==> config.mk <==
export PLATFORM = sky130hd
export DESIGN_NAME = shp_serial_port
export DESIGN_NICKNAME = d
export VERILOG_FILES = /design/src/hw/shp_pkg.sv /design/src/hw/shp_pin_sync.sv /design/src/hw/shp_serial_port.sv
export VERILOG_INCLUDE_DIRS = /design/src /design/src/hw
export SDC_FILE = /design/constraint.sdc
export NUM_CORES = 1
export LEC_CHECK = 0
export BUFFER_PORTS_ARGS = -buffer_cell sky130_fd_sc_hd__buf_2
export CAP_MARGIN = 10
export CORE_MARGIN = 8
export CORE_UTILIZATION = 42
export DETAILED_ROUTE_END_ITERATION = 8
export PLACE_DENSITY = 0.84
export SLEW_MARGIN = 10
export SYNTH_ARGS = -nofsm -noshare
export SYNTH_HDL_FRONTEND = slang
export SYNTH_SLANG_ARGS = --single-unit
==> constraint.sdc <==
create_clock -name ref_clk -period 1 [get_ports ref_clk]
set_input_delay 0.1 -clock ref_clk [delete_from_list [all_inputs] [get_ports ref_clk]]
set_output_delay 0.1 -clock ref_clk [all_outputs]
set_load 0.03 [all_outputs]
==> src/hw/shp_regs.svh <==
`ifndef SHP_REGS_SVH
`define SHP_REGS_SVH

// status change flags carried by the interrupt logic
`define SHP_STAT_W 8
`define SHP_STAT_CLEAR 8'h00
// strap counter value reached after reset release (two sync stages plus one); the straps are caught on the next cycle
`define SHP_STRAP_WAIT 2'h3
`define SHP_CNT_ZERO 2'h0
`define SHP_CNT_ONE 2'h1
// level that selects two-wire mode on the bus kind strap
`define SHP_SEL_TWO_WIRE 1'h1
`define SHP_ADDR_ZERO 2'h0

`endif

==> src/hw/shp_pkg.sv <==
package shp_pkg;

  typedef enum logic [1:0] {
    SHP_MODE_NONE = 2'b00,
    SHP_MODE_I2C = 2'b01,
    SHP_MODE_SPI3 = 2'b10,
    SHP_MODE_SPI4 = 2'b11
  } shp_mode_t;

  // levels seen on the input side of the serial port pins
  typedef struct packed {
    logic bus_sel;
    logic sdata;
    logic addr1;
    logic sclk;
    logic addr0_sel;
  } shp_pins_t;

  typedef struct packed {
    shp_pins_t meta;
    shp_pins_t stable;
  } shp_sync_t;

  // decoded port state handed to the protocol engine
  typedef struct packed {
    shp_mode_t mode;
    logic selected;
    logic sclk_level;
    logic sclk_rise;
    logic sclk_fall;
    logic data_in;
    logic [1:0] dev_addr;
  } shp_link_t;

  // what the protocol engine wants to put on the wire
  typedef struct packed {
    logic tx_en;
    logic tx_bit;
  } shp_tx_t;

  // one pin driver: output level and enable
  typedef struct packed {
    logic o;
    logic oe;
  } shp_drv_t;

endpackage : shp_pkg

==> src/hw/shp_pin_sync.sv <==
`timescale 1ns/10ps
module shp_pin_sync
  import shp_pkg::*;
(
  input wire logic ref_clk, // core clock
  input wire logic reset_n, // synchronous reset
  input wire shp_pins_t pins_a, // raw pin levels
  output shp_pins_t pins_s // levels after two flops
);
  shp_sync_t st_r;
  shp_sync_t st_nxt;

  always_comb begin
    st_nxt = st_r;
    st_nxt.meta = pins_a;
    // first stage feeds only the second
    st_nxt.stable = st_r.meta;
  end

  always_ff @(posedge ref_clk) begin
    if (!reset_n) begin
      st_r <= '0;
    end else begin
      st_r <= st_nxt;
    end
  end

  assign pins_s = st_r.stable;

endmodule : shp_pin_sync

==> src/hw/shp_serial_port.sv <==
// Overview of operation
// - strap high selects two-wire bus mode, strap low selects SPI mode
// - in two-wire mode the data pin is shared, both sides may drive it
// - three-wire SPI uses data pin both ways; four-wire SPI only as input
// - four-wire SPI drives address-one pin as serial data output
// - two-wire mode samples address-one pin as device address bit one
// - serial clock is always an input supplied by the host
// - two-wire mode samples address-zero pin as device address bit zero
// - SPI mode treats address-zero pin as active-low chip select
// - interrupt output goes low when any unmasked status change is pending
`timescale 1ns/10ps
`include "shp_regs.svh"
module shp_serial_port
  import shp_pkg::*;
(
  input wire logic ref_clk, // 125 MHz core clock
  input wire logic reset_n, // synchronous reset, active low
  input wire logic bus_sel_pin, // bus kind strap
  input wire logic sdata_i, // shared data pin, input side
  output logic sdata_o, // shared data pin, output level
  output logic sdata_oe, // shared data pin, drive enable
  input wire logic address_one_data_out_pin_i, // address one / data out, input side
  output logic address_one_data_out_pin_o, // address one / data out, level
  output logic address_one_data_out_pin_oe, // address one / data out, enable
  input wire logic sclk_pin, // serial clock from host
  input wire logic address_zero_select_pin, // address zero / chip select
  input wire logic spi_three_wire, // spi flavour, caught with the strap
  input wire shp_tx_t tx, // engine transmit request
  output shp_link_t link, // decoded port state to engine
  input wire logic [`SHP_STAT_W-1:0] status_event, // status change pulses
  input wire logic [`SHP_STAT_W-1:0] status_mask, // one enables a flag
  input wire logic [`SHP_STAT_W-1:0] status_clear, // one clears a flag
  output logic [`SHP_STAT_W-1:0] status_flags, // sticky change flags
  output logic status_change_irq_n // interrupt, active low
);

  typedef struct packed {
    logic [1:0] strap_cnt;
    logic locked;
    logic prev_sclk;
    shp_link_t link;
    shp_drv_t sdata;
    shp_drv_t addr1;
    logic [`SHP_STAT_W-1:0] flags;
    logic irq_n;
  } shp_state_t;

  shp_state_t st_r;
  shp_state_t st_nxt;
  shp_pins_t pins_a;
  shp_pins_t pins_s;
  logic sel_now;
  logic [`SHP_STAT_W-1:0] flags_upd;

  function automatic logic is_spi(input shp_mode_t m);
    return (m == SHP_MODE_SPI3) || (m == SHP_MODE_SPI4);
  endfunction : is_spi

  assign pins_a = '{bus_sel: bus_sel_pin, sdata: sdata_i, addr1: address_one_data_out_pin_i,
                    sclk: sclk_pin, addr0_sel: address_zero_select_pin};

  shp_pin_sync u_sync (
    .ref_clk(ref_clk),
    .reset_n(reset_n),
    .pins_a(pins_a),
    .pins_s(pins_s)
  );

  always_comb begin
    st_nxt = st_r;
    sel_now = st_r.locked && is_spi(st_r.link.mode) && !pins_s.addr0_sel;
    // set wins over clear for the same flag
    flags_upd = (st_r.flags & ~status_clear) | status_event;

    // straps are caught only once the synchronisers hold real pin levels
    if (!st_r.locked) begin
      if (st_r.strap_cnt == `SHP_STRAP_WAIT) begin
        st_nxt.locked = 1'b1;
        if (pins_s.bus_sel == `SHP_SEL_TWO_WIRE) begin
          st_nxt.link.mode = SHP_MODE_I2C;
          st_nxt.link.dev_addr = {pins_s.addr1, pins_s.addr0_sel};
        end else begin
          st_nxt.link.mode = spi_three_wire ? SHP_MODE_SPI3 : SHP_MODE_SPI4;
          st_nxt.link.dev_addr = `SHP_ADDR_ZERO;
        end
      end else begin
        st_nxt.strap_cnt = st_r.strap_cnt + `SHP_CNT_ONE;
      end
    end

    st_nxt.prev_sclk = pins_s.sclk;
    st_nxt.link.sclk_level = pins_s.sclk;
    st_nxt.link.sclk_rise = pins_s.sclk && !st_r.prev_sclk;
    st_nxt.link.sclk_fall = !pins_s.sclk && st_r.prev_sclk;
    st_nxt.link.selected = sel_now;
    st_nxt.link.data_in = pins_s.sdata;

    st_nxt.sdata = '{o: 1'b0, oe: 1'b0};
    st_nxt.addr1 = '{o: 1'b0, oe: 1'b0};
    case (st_r.link.mode)
      SHP_MODE_I2C: begin
        st_nxt.sdata = '{o: 1'b0, oe: tx.tx_en && !tx.tx_bit};
      end
      SHP_MODE_SPI3: begin
        st_nxt.sdata = '{o: tx.tx_bit, oe: tx.tx_en && sel_now};
      end
      SHP_MODE_SPI4: begin
        st_nxt.addr1 = '{o: tx.tx_bit, oe: sel_now};
      end
      default: begin
        st_nxt.sdata = '{o: 1'b0, oe: 1'b0};
      end
    endcase

    st_nxt.flags = flags_upd;
    st_nxt.irq_n = ~|(flags_upd & status_mask);
  end

  always_ff @(posedge ref_clk) begin
    if (!reset_n) begin
      st_r <= '0;
      st_r.irq_n <= 1'b1;
      st_r.link.mode <= SHP_MODE_NONE;
      st_r.strap_cnt <= `SHP_CNT_ZERO;
      st_r.flags <= `SHP_STAT_CLEAR;
    end else begin
      st_r <= st_nxt;
    end
  end

  assign sdata_o = st_r.sdata.o;
  assign sdata_oe = st_r.sdata.oe;
  assign address_one_data_out_pin_o = st_r.addr1.o;
  assign address_one_data_out_pin_oe = st_r.addr1.oe;
  assign link = st_r.link;
  assign status_flags = st_r.flags;
  assign status_change_irq_n = st_r.irq_n;
endmodule : shp_serial_port

# Word level (Yosys, flattened, before mapping)
# Cells that the tools add are included.
# W data, S select, Z words.
[totals] regBits=35 out_inout_bits=22 wordCells=58
[op_classes] addsub=1 n_eq_ne=4 n_mux=6 n_bitwise=6 reduce_logical=16
[op_table] cell="$and A8 B8 Y8" count=2
[op_table] cell="$not A8 Y8" count=1
[op_table] cell="$or A8 B8 Y8" count=1
[op_table] cell="$reduce_or A8 Y1" count=1
[op_table] cell="$eq A2 B2 Y1 const B" count=3
[op_table] cell="$logic_and A1 B1 Y1" count=6
[op_table] cell="$reduce_and A2 Y1" count=3
[op_table] cell="$logic_not A1 Y1" count=5
[op_table] cell="$mux W2" count=2
[op_table] cell="$pmux W2 S2" count=1
[op_table] cell="$mux W1" count=3
[op_table] cell="$add A2 B1 Y2 const B" count=1
[op_table] cell="$eq A2 B1 Y1 const B" count=1
[op_table] cell="$not A1 Y1" count=2
[op_table] cell="$logic_or A1 B1 Y1" count=1

# Logic depth before layout (Yosys ltp)
# Gate-level depths: netlist of the first run.
[depth] depth_word=6 ltp_mapped=5 depth_no_buf=5

# Cells and area by module
# From an unflattened synthesis of the first run, not the netlist that was laid out.
[unflattened] cells_unflattened=132 hier_area_um2=1336.3
[modules_own_cells] module="shp_serial_port" instances=1 cells_per_inst=112 area_per_inst_um2=1073.5
[modules_own_cells] module="shp_pin_sync" instances=1 cells_per_inst=20 area_per_inst_um2=262.8

# Worst setup path before layout of the first run
# No wires, ideal clock.
[synth_path] kind="flip-flop to flip-flop" startpoint="reg st_r[24] in the netlist's numbering" endpoint="reg st_r[24] in the netlist's numbering" arrival_time_ns=0.945 t_required_ns=0.885 path_slack_ns=-0.060 path_stages_with_launch=5 path_buffers=0 period_less_slack_ns=1.060 cell_sequence="dfxtp_1 ha_1 nor2_1 xor2_1 and2_1"
[synth_between] elab_chain_cells=3 elab_cells_between_ends=4 classes_between="1 x add/sub; 1 x eq/ne; 1 x bitwise; 1 x reduce/logical"
[synth_lines] item="from (decl)" line="shp_serial_port.sv:48" rtl="shp_state_t st_r;"
[synth_lines] item="from (signal assigned)" line="shp_serial_port.sv:127" rtl="st_r <= st_nxt;"
[synth_lines] item="$eq A2 B2 Y1 (no source line)"
[synth_lines] item="$not A1 Y1 (no source line)"
[synth_lines] item="$reduce_and A2 Y1 (no source line)"
# Parallel ways exist; a longest one is shown, timed or not.
# A chain may end at the register's enable or synchronous reset.

# Worst setup path after layout of the first run
[layout_path] startpoint="reg link[7] (netlist name)" endpoint="out link[7] in the netlist's numbering"
[layout_rtl] item="to (decl)" line="shp_serial_port.sv:29" rtl="output shp_link_t link,"
# No word-level cell between the ends.

==> impl_metrics.csv, run 1 <==
group,metric,value,unit
detailed_routing,vias_per_cell,4.448,
clocking,cts_max_level,2,
detailed_routing,post_drt_wl_per_cell,12.72,µm
run,maxCapViolCount,0,
floorplan,dieArea,5254,µm²
detailed_routing,route.detailed.drc,0,
detailed_routing,dr_wl_met3,400,µm
synthesis,synth_compound_area_frac,0.1214,
power_and_ir_drop,power_density,1641,nW/µm²
synthesis,synthTopCellsByArea,"dfxtp_1 (52%), buf_4 (9.5%), and2_1 (6.1%)",
synthesis,netlist_instances,133,
clocking,clk_path_buf_depth,2,
detailed_routing,drtIter0Drc,24,
place,dpl_cell_area,1582,µm²
floorplan,core_area,3053,µm²
synthesis,synth_fa_ha_area_frac,0.03735,
sta,finalSetupTns,-0.02313,ns
synthesis,netlist_area,1340,µm²
finish,drive_gt1_frac,0.4462,
place,routabilityCongestion,0.8078,
synthesis,synth_area_per_cell,10.08,µm²
finish,num-nets-final,232,
detailed_routing,met1_length,1.134,mm
setup_path,cp_max_fo,3,
floorplan,io_pins,56,
detailed_routing,drtAntennaViolNets,0,
synthesis,synth-xor-area-share,0.006536,
finish,syn_to_final_growth,39.22,%
finish,fillers,253,
sta,relSlewSlack,0.8753,
sta,finClkSkew,0.01001,ns
detailed_routing,drt-pass1-iter-count,4,
global_route,grt_pass1_wl,4.774,mm
sta,rsz0062_at_grt,"yes",
detailed_routing,highest_layer,"met4",
setup_path,critPathKind,"reg -> out",
finish,final_core_utilization,0.6111,
global_route,antenna_found_initial,0,
synthesis,synth_top_area_frac,0.5229,
setup_path,critPathCaptureType,"output pin",
clocking,cts_tree,"built",
place,hpwlAfterDp,2.119,mm
power_and_ir_drop,leakagePower,0.8659,nW
detailed_routing,route.met2.wl,1.468,mm
place,io_buffers,55,
sta,max_freq,979.4,MHz
sta,fin_crit,1.021,ns
synthesis,synth.most_common_cell,"dfxtp_1",
power_and_ir_drop,p_total,0.003061,W
synthesis,synthFlopType,"dfxtp_1",
floorplan,rows,20,
synthesis,ys_types,25,
hold_path,hold_path.class,"in -> reg",
finish,final_cell_area,1866,µm²
synthesis,synth_simple_gate_area_frac,0.1951,
synthesis,async_reset_ff_frac,0,
global_route,grt_max_degree,14,
clocking,cts_buffers,5,
detailed_routing,wl,3.040,mm
synthesis,seq_area_frac_synth,0.5229,
setup_path,cp-start-kind,"flop",
power_and_ir_drop,ir_worst_vdd,0.9639,mV
synthesis,ys_ff_latch,35,
sta,finalMaxSlewViolations,0,
synthesis,syn-num-nets,171,
synthesis,synth_commonest_cells,"dfxtp_1 (35), buf_4 (17), and2_1 (13)",
clocking,cts_sinks,35,
floorplan,die_h,72.49,µm
sta,hold_violations,0,
setup_path,required,0.90,ns
sta,period_share,1.021,
place,placedCellCount,217,
clocking,root_buffer,"clkbuf_4",
global_route,gr-usage-all-layers,0.1158,
outcome,violations,"negative setup slack",
floorplan,start_util,0.4389,
synthesis,synth_top_family_by_area,"simple AND/OR/NAND/NOR gates",
sta,setup_viol,2,
clocking,clk_latency,0.34,ns
synthesis,synth_top_area_cell,"dfxtp_1",
finish,diodes,0,
synthesis,ys_warn_count,0,
clocking,clk_pin_slew,0.10,ns
sta,worst_pin_slew,0.1870,ns
outcome,outcome,"finished with violations",
synthesis,synth_edf_count,0,
floorplan,fp.dieW,72.49,µm
setup_path,cp.arrival,0.92,ns
sta,setup_slack,-0.02104,ns
global_route,grt_pass1_vias,1099,
synthesis,synthMuxAreaShare,0,
global_route,grt-ovfl-total,0,
finish,layout.cells.non_filler,239,
detailed_routing,vias,1063,
-- sequential cells by signal, summed over array words and instances, names as in the netlist --
name and flops:
link 9, status_flags 8, u_sync.pins_s 5, u_sync.st_nxt 5, st_r 3, address_one_data_out_pin_o 1
address_one_data_out_pin_oe 1, sdata_o 1, sdata_oe 1, status_change_irq_n 1
-- stage by stage --
stage	hold WS [ns]	setup WS, ns
after floorplan	0.2183	0.005340
after global placement	0.3041	-0.004501
after global routing	0.02753	-0.06189
after CTS	0.01127	-0.03574
after detailed placement	0.3092	-0.04707
final	0.03070	-0.02104
-- report_power, final --
group / internal (W) / switching (W) / total (W) / leakage, nW
combinational: 0.000381 / 0.000334 / 0.000715 / 0.546
clock: 0.000271 / 0.000458 / 0.000729 / 0.0282
sequential: 0.00152 / 0.0000931 / 0.00162 / 0.292
-- critical path, cell delays in order (launching register included) --
cell and delay (ns):
dfxtp_2 0.35, buf_6 0.11, buf_6 0.13
-- layout make-up --
| cell class | count | area, µm² | share of cell area |
|---|---|---|---|
| Tap cell | 44 | 55.05 | 0.02951 |
| Clock inverter | 2 | 12.51 | 0.006707 |
| Sequential cell | 35 | 715.7 | 0.3836 |
| Timing Repair Buffer | 74 | 491.7 | 0.2636 |
| Inverter | 4 | 15.01 | 0.008048 |
| Clock buffer | 6 | 41.29 | 0.02213 |
| Multi-Input combinational cell | 74 | 534.3 | 0.2864 |
-- final timing paths --
kind | from | end | slack (ns) | cells after the start
max | link[7] | link[7] | -0.02 | 2
min | tx[0] | sdata_o | 0.03 | 2
max reg2reg | st_r[25] | link[8] | 0 | 4
min reg2reg | u_sync.pins_s[1] | link[3] | 0.41 | 1
-- cells by family (layout without fill, tap and decap cells) --
logic type / Yosys count / count (layout)
AOI/OAI and AO/OA: 24 / 24
xor gates and xnor gates: 1 / 1
adders and majority gates: 4 / 4
buffers and inverters: 24 / 86
DFF: 35 / 35
and+or+nand+nor: 45 / 45
-- placed cells by master (no fill, tap or decap), types with 2 or more instances in the layout --
cell type,Yosys,layout
dfxtp_1,35,25
nor2_2,0,2
buf_6,0,3
a21boi_1,0,2
and3_1,3,3
o21ai_1,1,8
clkbuf_4,0,7
ha_4,0,2
o21a_1,8,8
nor2b_1,10,9
dlygate4sd3_1,0,14
dfxtp_2,0,9
ha_1,4,2
buf_2,2,44
inv_1,4,4
nand4_1,2,2
buf_4,17,11
nand2_1,8,8
and2_1,13,13
-- layer usage --
metal  up-vias  global-route usage
met3         7             0.07438
li1        548                   -
met5         -                   0
met1       456             0.09903
met2        52              0.2086
met4         0             0.04667
-- what timing repair did --
action | CTS | global route
endpoints found under the setup margin | 12 | 19
endpoints found under the hold margin | 14 | 0
hold buffers | 14 | 0
gates resized for setup | 14 | 35
setup buffers | 0 | 0
pin swaps | 3 | 7
No activity file was read; power rests on OpenSTA's default activity.
==> run 2: changes to the inputs <==
--- a/config.mk
+++ b/config.mk
@@ -8,10 +8,9 @@
 export LEC_CHECK = 0
 export BUFFER_PORTS_ARGS = -buffer_cell sky130_fd_sc_hd__buf_2
 export CAP_MARGIN = 10
-export CORE_MARGIN = 8
 export CORE_UTILIZATION = 42
 export DETAILED_ROUTE_END_ITERATION = 8
-export PLACE_DENSITY = 0.84
+export PLACE_DENSITY = 0.74
 export SLEW_MARGIN = 10
 export SYNTH_ARGS = -nofsm -noshare
 export SYNTH_HDL_FRONTEND = slang
==> run 2 against run 1 <==
The run still ends with negative setup slack left; die area is 35% lower; count of clock-buffer cells in the layout up 1; clock skew shrank 0.0039 ns; worst setup slack worse by 0.0063 ns; final area up 0.40%; clock power fell by 3.0%; final cell count fell by 0.42%; sequential share of layout area down 0.29 points; critical path type is now reg -> reg; highest routed layer unchanged.
==> impl_metrics.csv, run 2 (synthesis gave the netlist of run 1 again) <==
group,metric,value,unit
outcome,outcome,"finished with violations",
outcome,violations,"negative setup slack",
floorplan,dieArea,3421,µm²
floorplan,die_h,58.49,µm
finish,syn_to_final_growth,39.78,%
floorplan,core_area,3028,µm²
power_and_ir_drop,pwr-share-seq,0.523,
setup_path,cp-start-kind,"flop",
clocking,root_buffer,"clkbuf_4",
sta,max_freq,973.4,MHz
setup_path,critPathCaptureType,"flop",
power_and_ir_drop,p_total,0.003095,W
power_and_ir_drop,clock_power_share,0.228,
detailed_routing,vias_per_cell,4.504,
clocking,clk_latency,0.33,ns
floorplan,rows,20,
clocking,cts_buffers,5,
clocking,cts_sinks,35,
run,maxCapViolCount,0,
hold_path,hold_path.class,"in -> reg",
global_route,grt-ovfl-total,0,
detailed_routing,vias,1072,
global_route,antenna_found_initial,0,
sta,relSlewSlack,0.7892,
setup_path,crit_slowest_cell,"dfxtp_4",
power_and_ir_drop,p_switching,0.0008865,W
finish,mostFrequentLayoutCell,"buf_2",
finish,final_cell_mix,"buf_2 (44), dfxtp_1 (27), dlygate4sd3_1 (14)",
setup_path,cp.arrival,1.25,ns
floorplan,fp.dieW,58.49,µm
power_and_ir_drop,p_comb_frac,0.249,
sta,setup_viol,6,
detailed_routing,drt-pass1-iter-count,6,
place,routabilityCongestion,0.7205,
finish,regMostFlops,"link",
detailed_routing,route.detailed.drc,0,
clocking,clk_pin_slew,0.10,ns
global_route,grt_pass1_vias,959,
sta,worst_pin_slew,0.3162,ns
sta,hold_slack,0.06406,ns
detailed_routing,drtIter0Drc,19,
setup_path,crit_chain,"inv_1 > ha_2 > a32oi_2 > nor3_1",
detailed_routing,post_drt_wl_per_cell,10.66,µm
place,hpwlAfterDp,1.648,mm
floorplan,io_pins,56,
global_route,gr-usage-all-layers,0.1517,
finish,num-nets-final,231,
setup_path,required,1.22,ns
setup_path,critPathKind,"reg -> reg",
place,io_buffers,55,
floorplan,start_util,0.4426,
detailed_routing,wl,2.538,mm
power_and_ir_drop,leakagePower,0.8642,nW
sta,hold_violations,0,
finish,largest_register_ffs,9,
power_and_ir_drop,switching_share,0.2865,
place,placedCellCount,215,
finish,drive_gt1_frac,0.4433,
setup_path,cp_max_fo,4,
clocking,clk_path_buf_depth,2,
setup_path,cpPeakStageDelay,0.39,ns
sta,rsz0062_at_grt,"yes",
sta,finalMaxSlewViolations,0,
setup_path,critical_path.top_delay_family,"flip-flops",
power_and_ir_drop,p_int,0.002208,W
detailed_routing,drtAntennaViolNets,0,
clocking,cts_max_level,2,
sta,fin_crit,1.027,ns
sta,period_share,1.027,
finish,layout.cells.non_filler,238,
clocking,cts_tree,"built",
sta,setup_slack,-0.02735,ns
power_and_ir_drop,ir_worst_vdd,1.105,mV
power_and_ir_drop,power_density,1652,nW/µm²
sta,finClkSkew,0.006063,ns
finish,diodes,0,
sta,finalSetupTns,-0.07524,ns
global_route,grt_max_degree,27,
global_route,grt_pass1_wl,3.691,mm
setup_path,crit_buf_inv,1,
-- run 2: metrics by stage --
step,setup WS (ns),utilization,cell area [µm²]
global placement,-0.009573,0.5174,1567
finish,-0.02735,0.6186,1873
detailed placement,-0.08101,0.5174,1567
CTS,-0.02288,0.5884,1782
floorplan,0.005340,-,1355
global route,-0.07665,0.6186,1873
-- run 2: repair_timing --
action,4_1_cts,5_1_grt
hold buffers,14,0
pin swaps,1,10
setup endpoints to repair,10,20
hold endpoints to repair,14,0
gates resized for setup,13,41
setup buffers,0,1
-- run 2: power groups by stage --
stage | combinational [W] | clock, W | sequential [W]
2_1_floorplan | 0.000431 | 0 | 0.00162
3_3_place_gp | 0.000564 | 0 | 0.00161
3_5_place_dp | 0.000592 | 0 | 0.00162
4_1_cts | 0.000660 | 0.000732 | 0.00160
5_1_grt | 0.000842 | 0.000812 | 0.00164
6_report | 0.000770 | 0.000707 | 0.00162
-- run 2: worst paths after layout --
| path | from | to | slack [ns] | cells past startpoint |
|---|---|---|---|---|
| worst max-delay path | link[8] | sdata_oe | -0.03 | 4 |
| worst min-delay path | tx[0] | sdata_o | 0.06 | 2 |
| worst max register to register | link[8] | sdata_oe | -0.03 | 4 |
| worst min register to register | u_sync.pins_s[1] | link[3] | 0.41 | 1 |
-- run 2: area by class of cell --
type | count | area, µm²
Sequential cell | 35 | 713.2
Clock inverter | 1 | 5.005
Multi-Input combinational cell | 74 | 555.5
Fill cell | 257 | 1155
Inverter | 4 | 15.01
Tap cell | 44 | 55.05
Clock buffer | 7 | 45.04
Timing Repair Buffer | 73 | 484.2
-- run 2: layer usage --
layer,GRT usage,up-vias,wire (µm)
met4,0.08503,0,58
met2,0.3071,46,1355
li1,-,543,-
met3,0.07033,7,226
met1,0.1122,476,898
met5,0,-,0
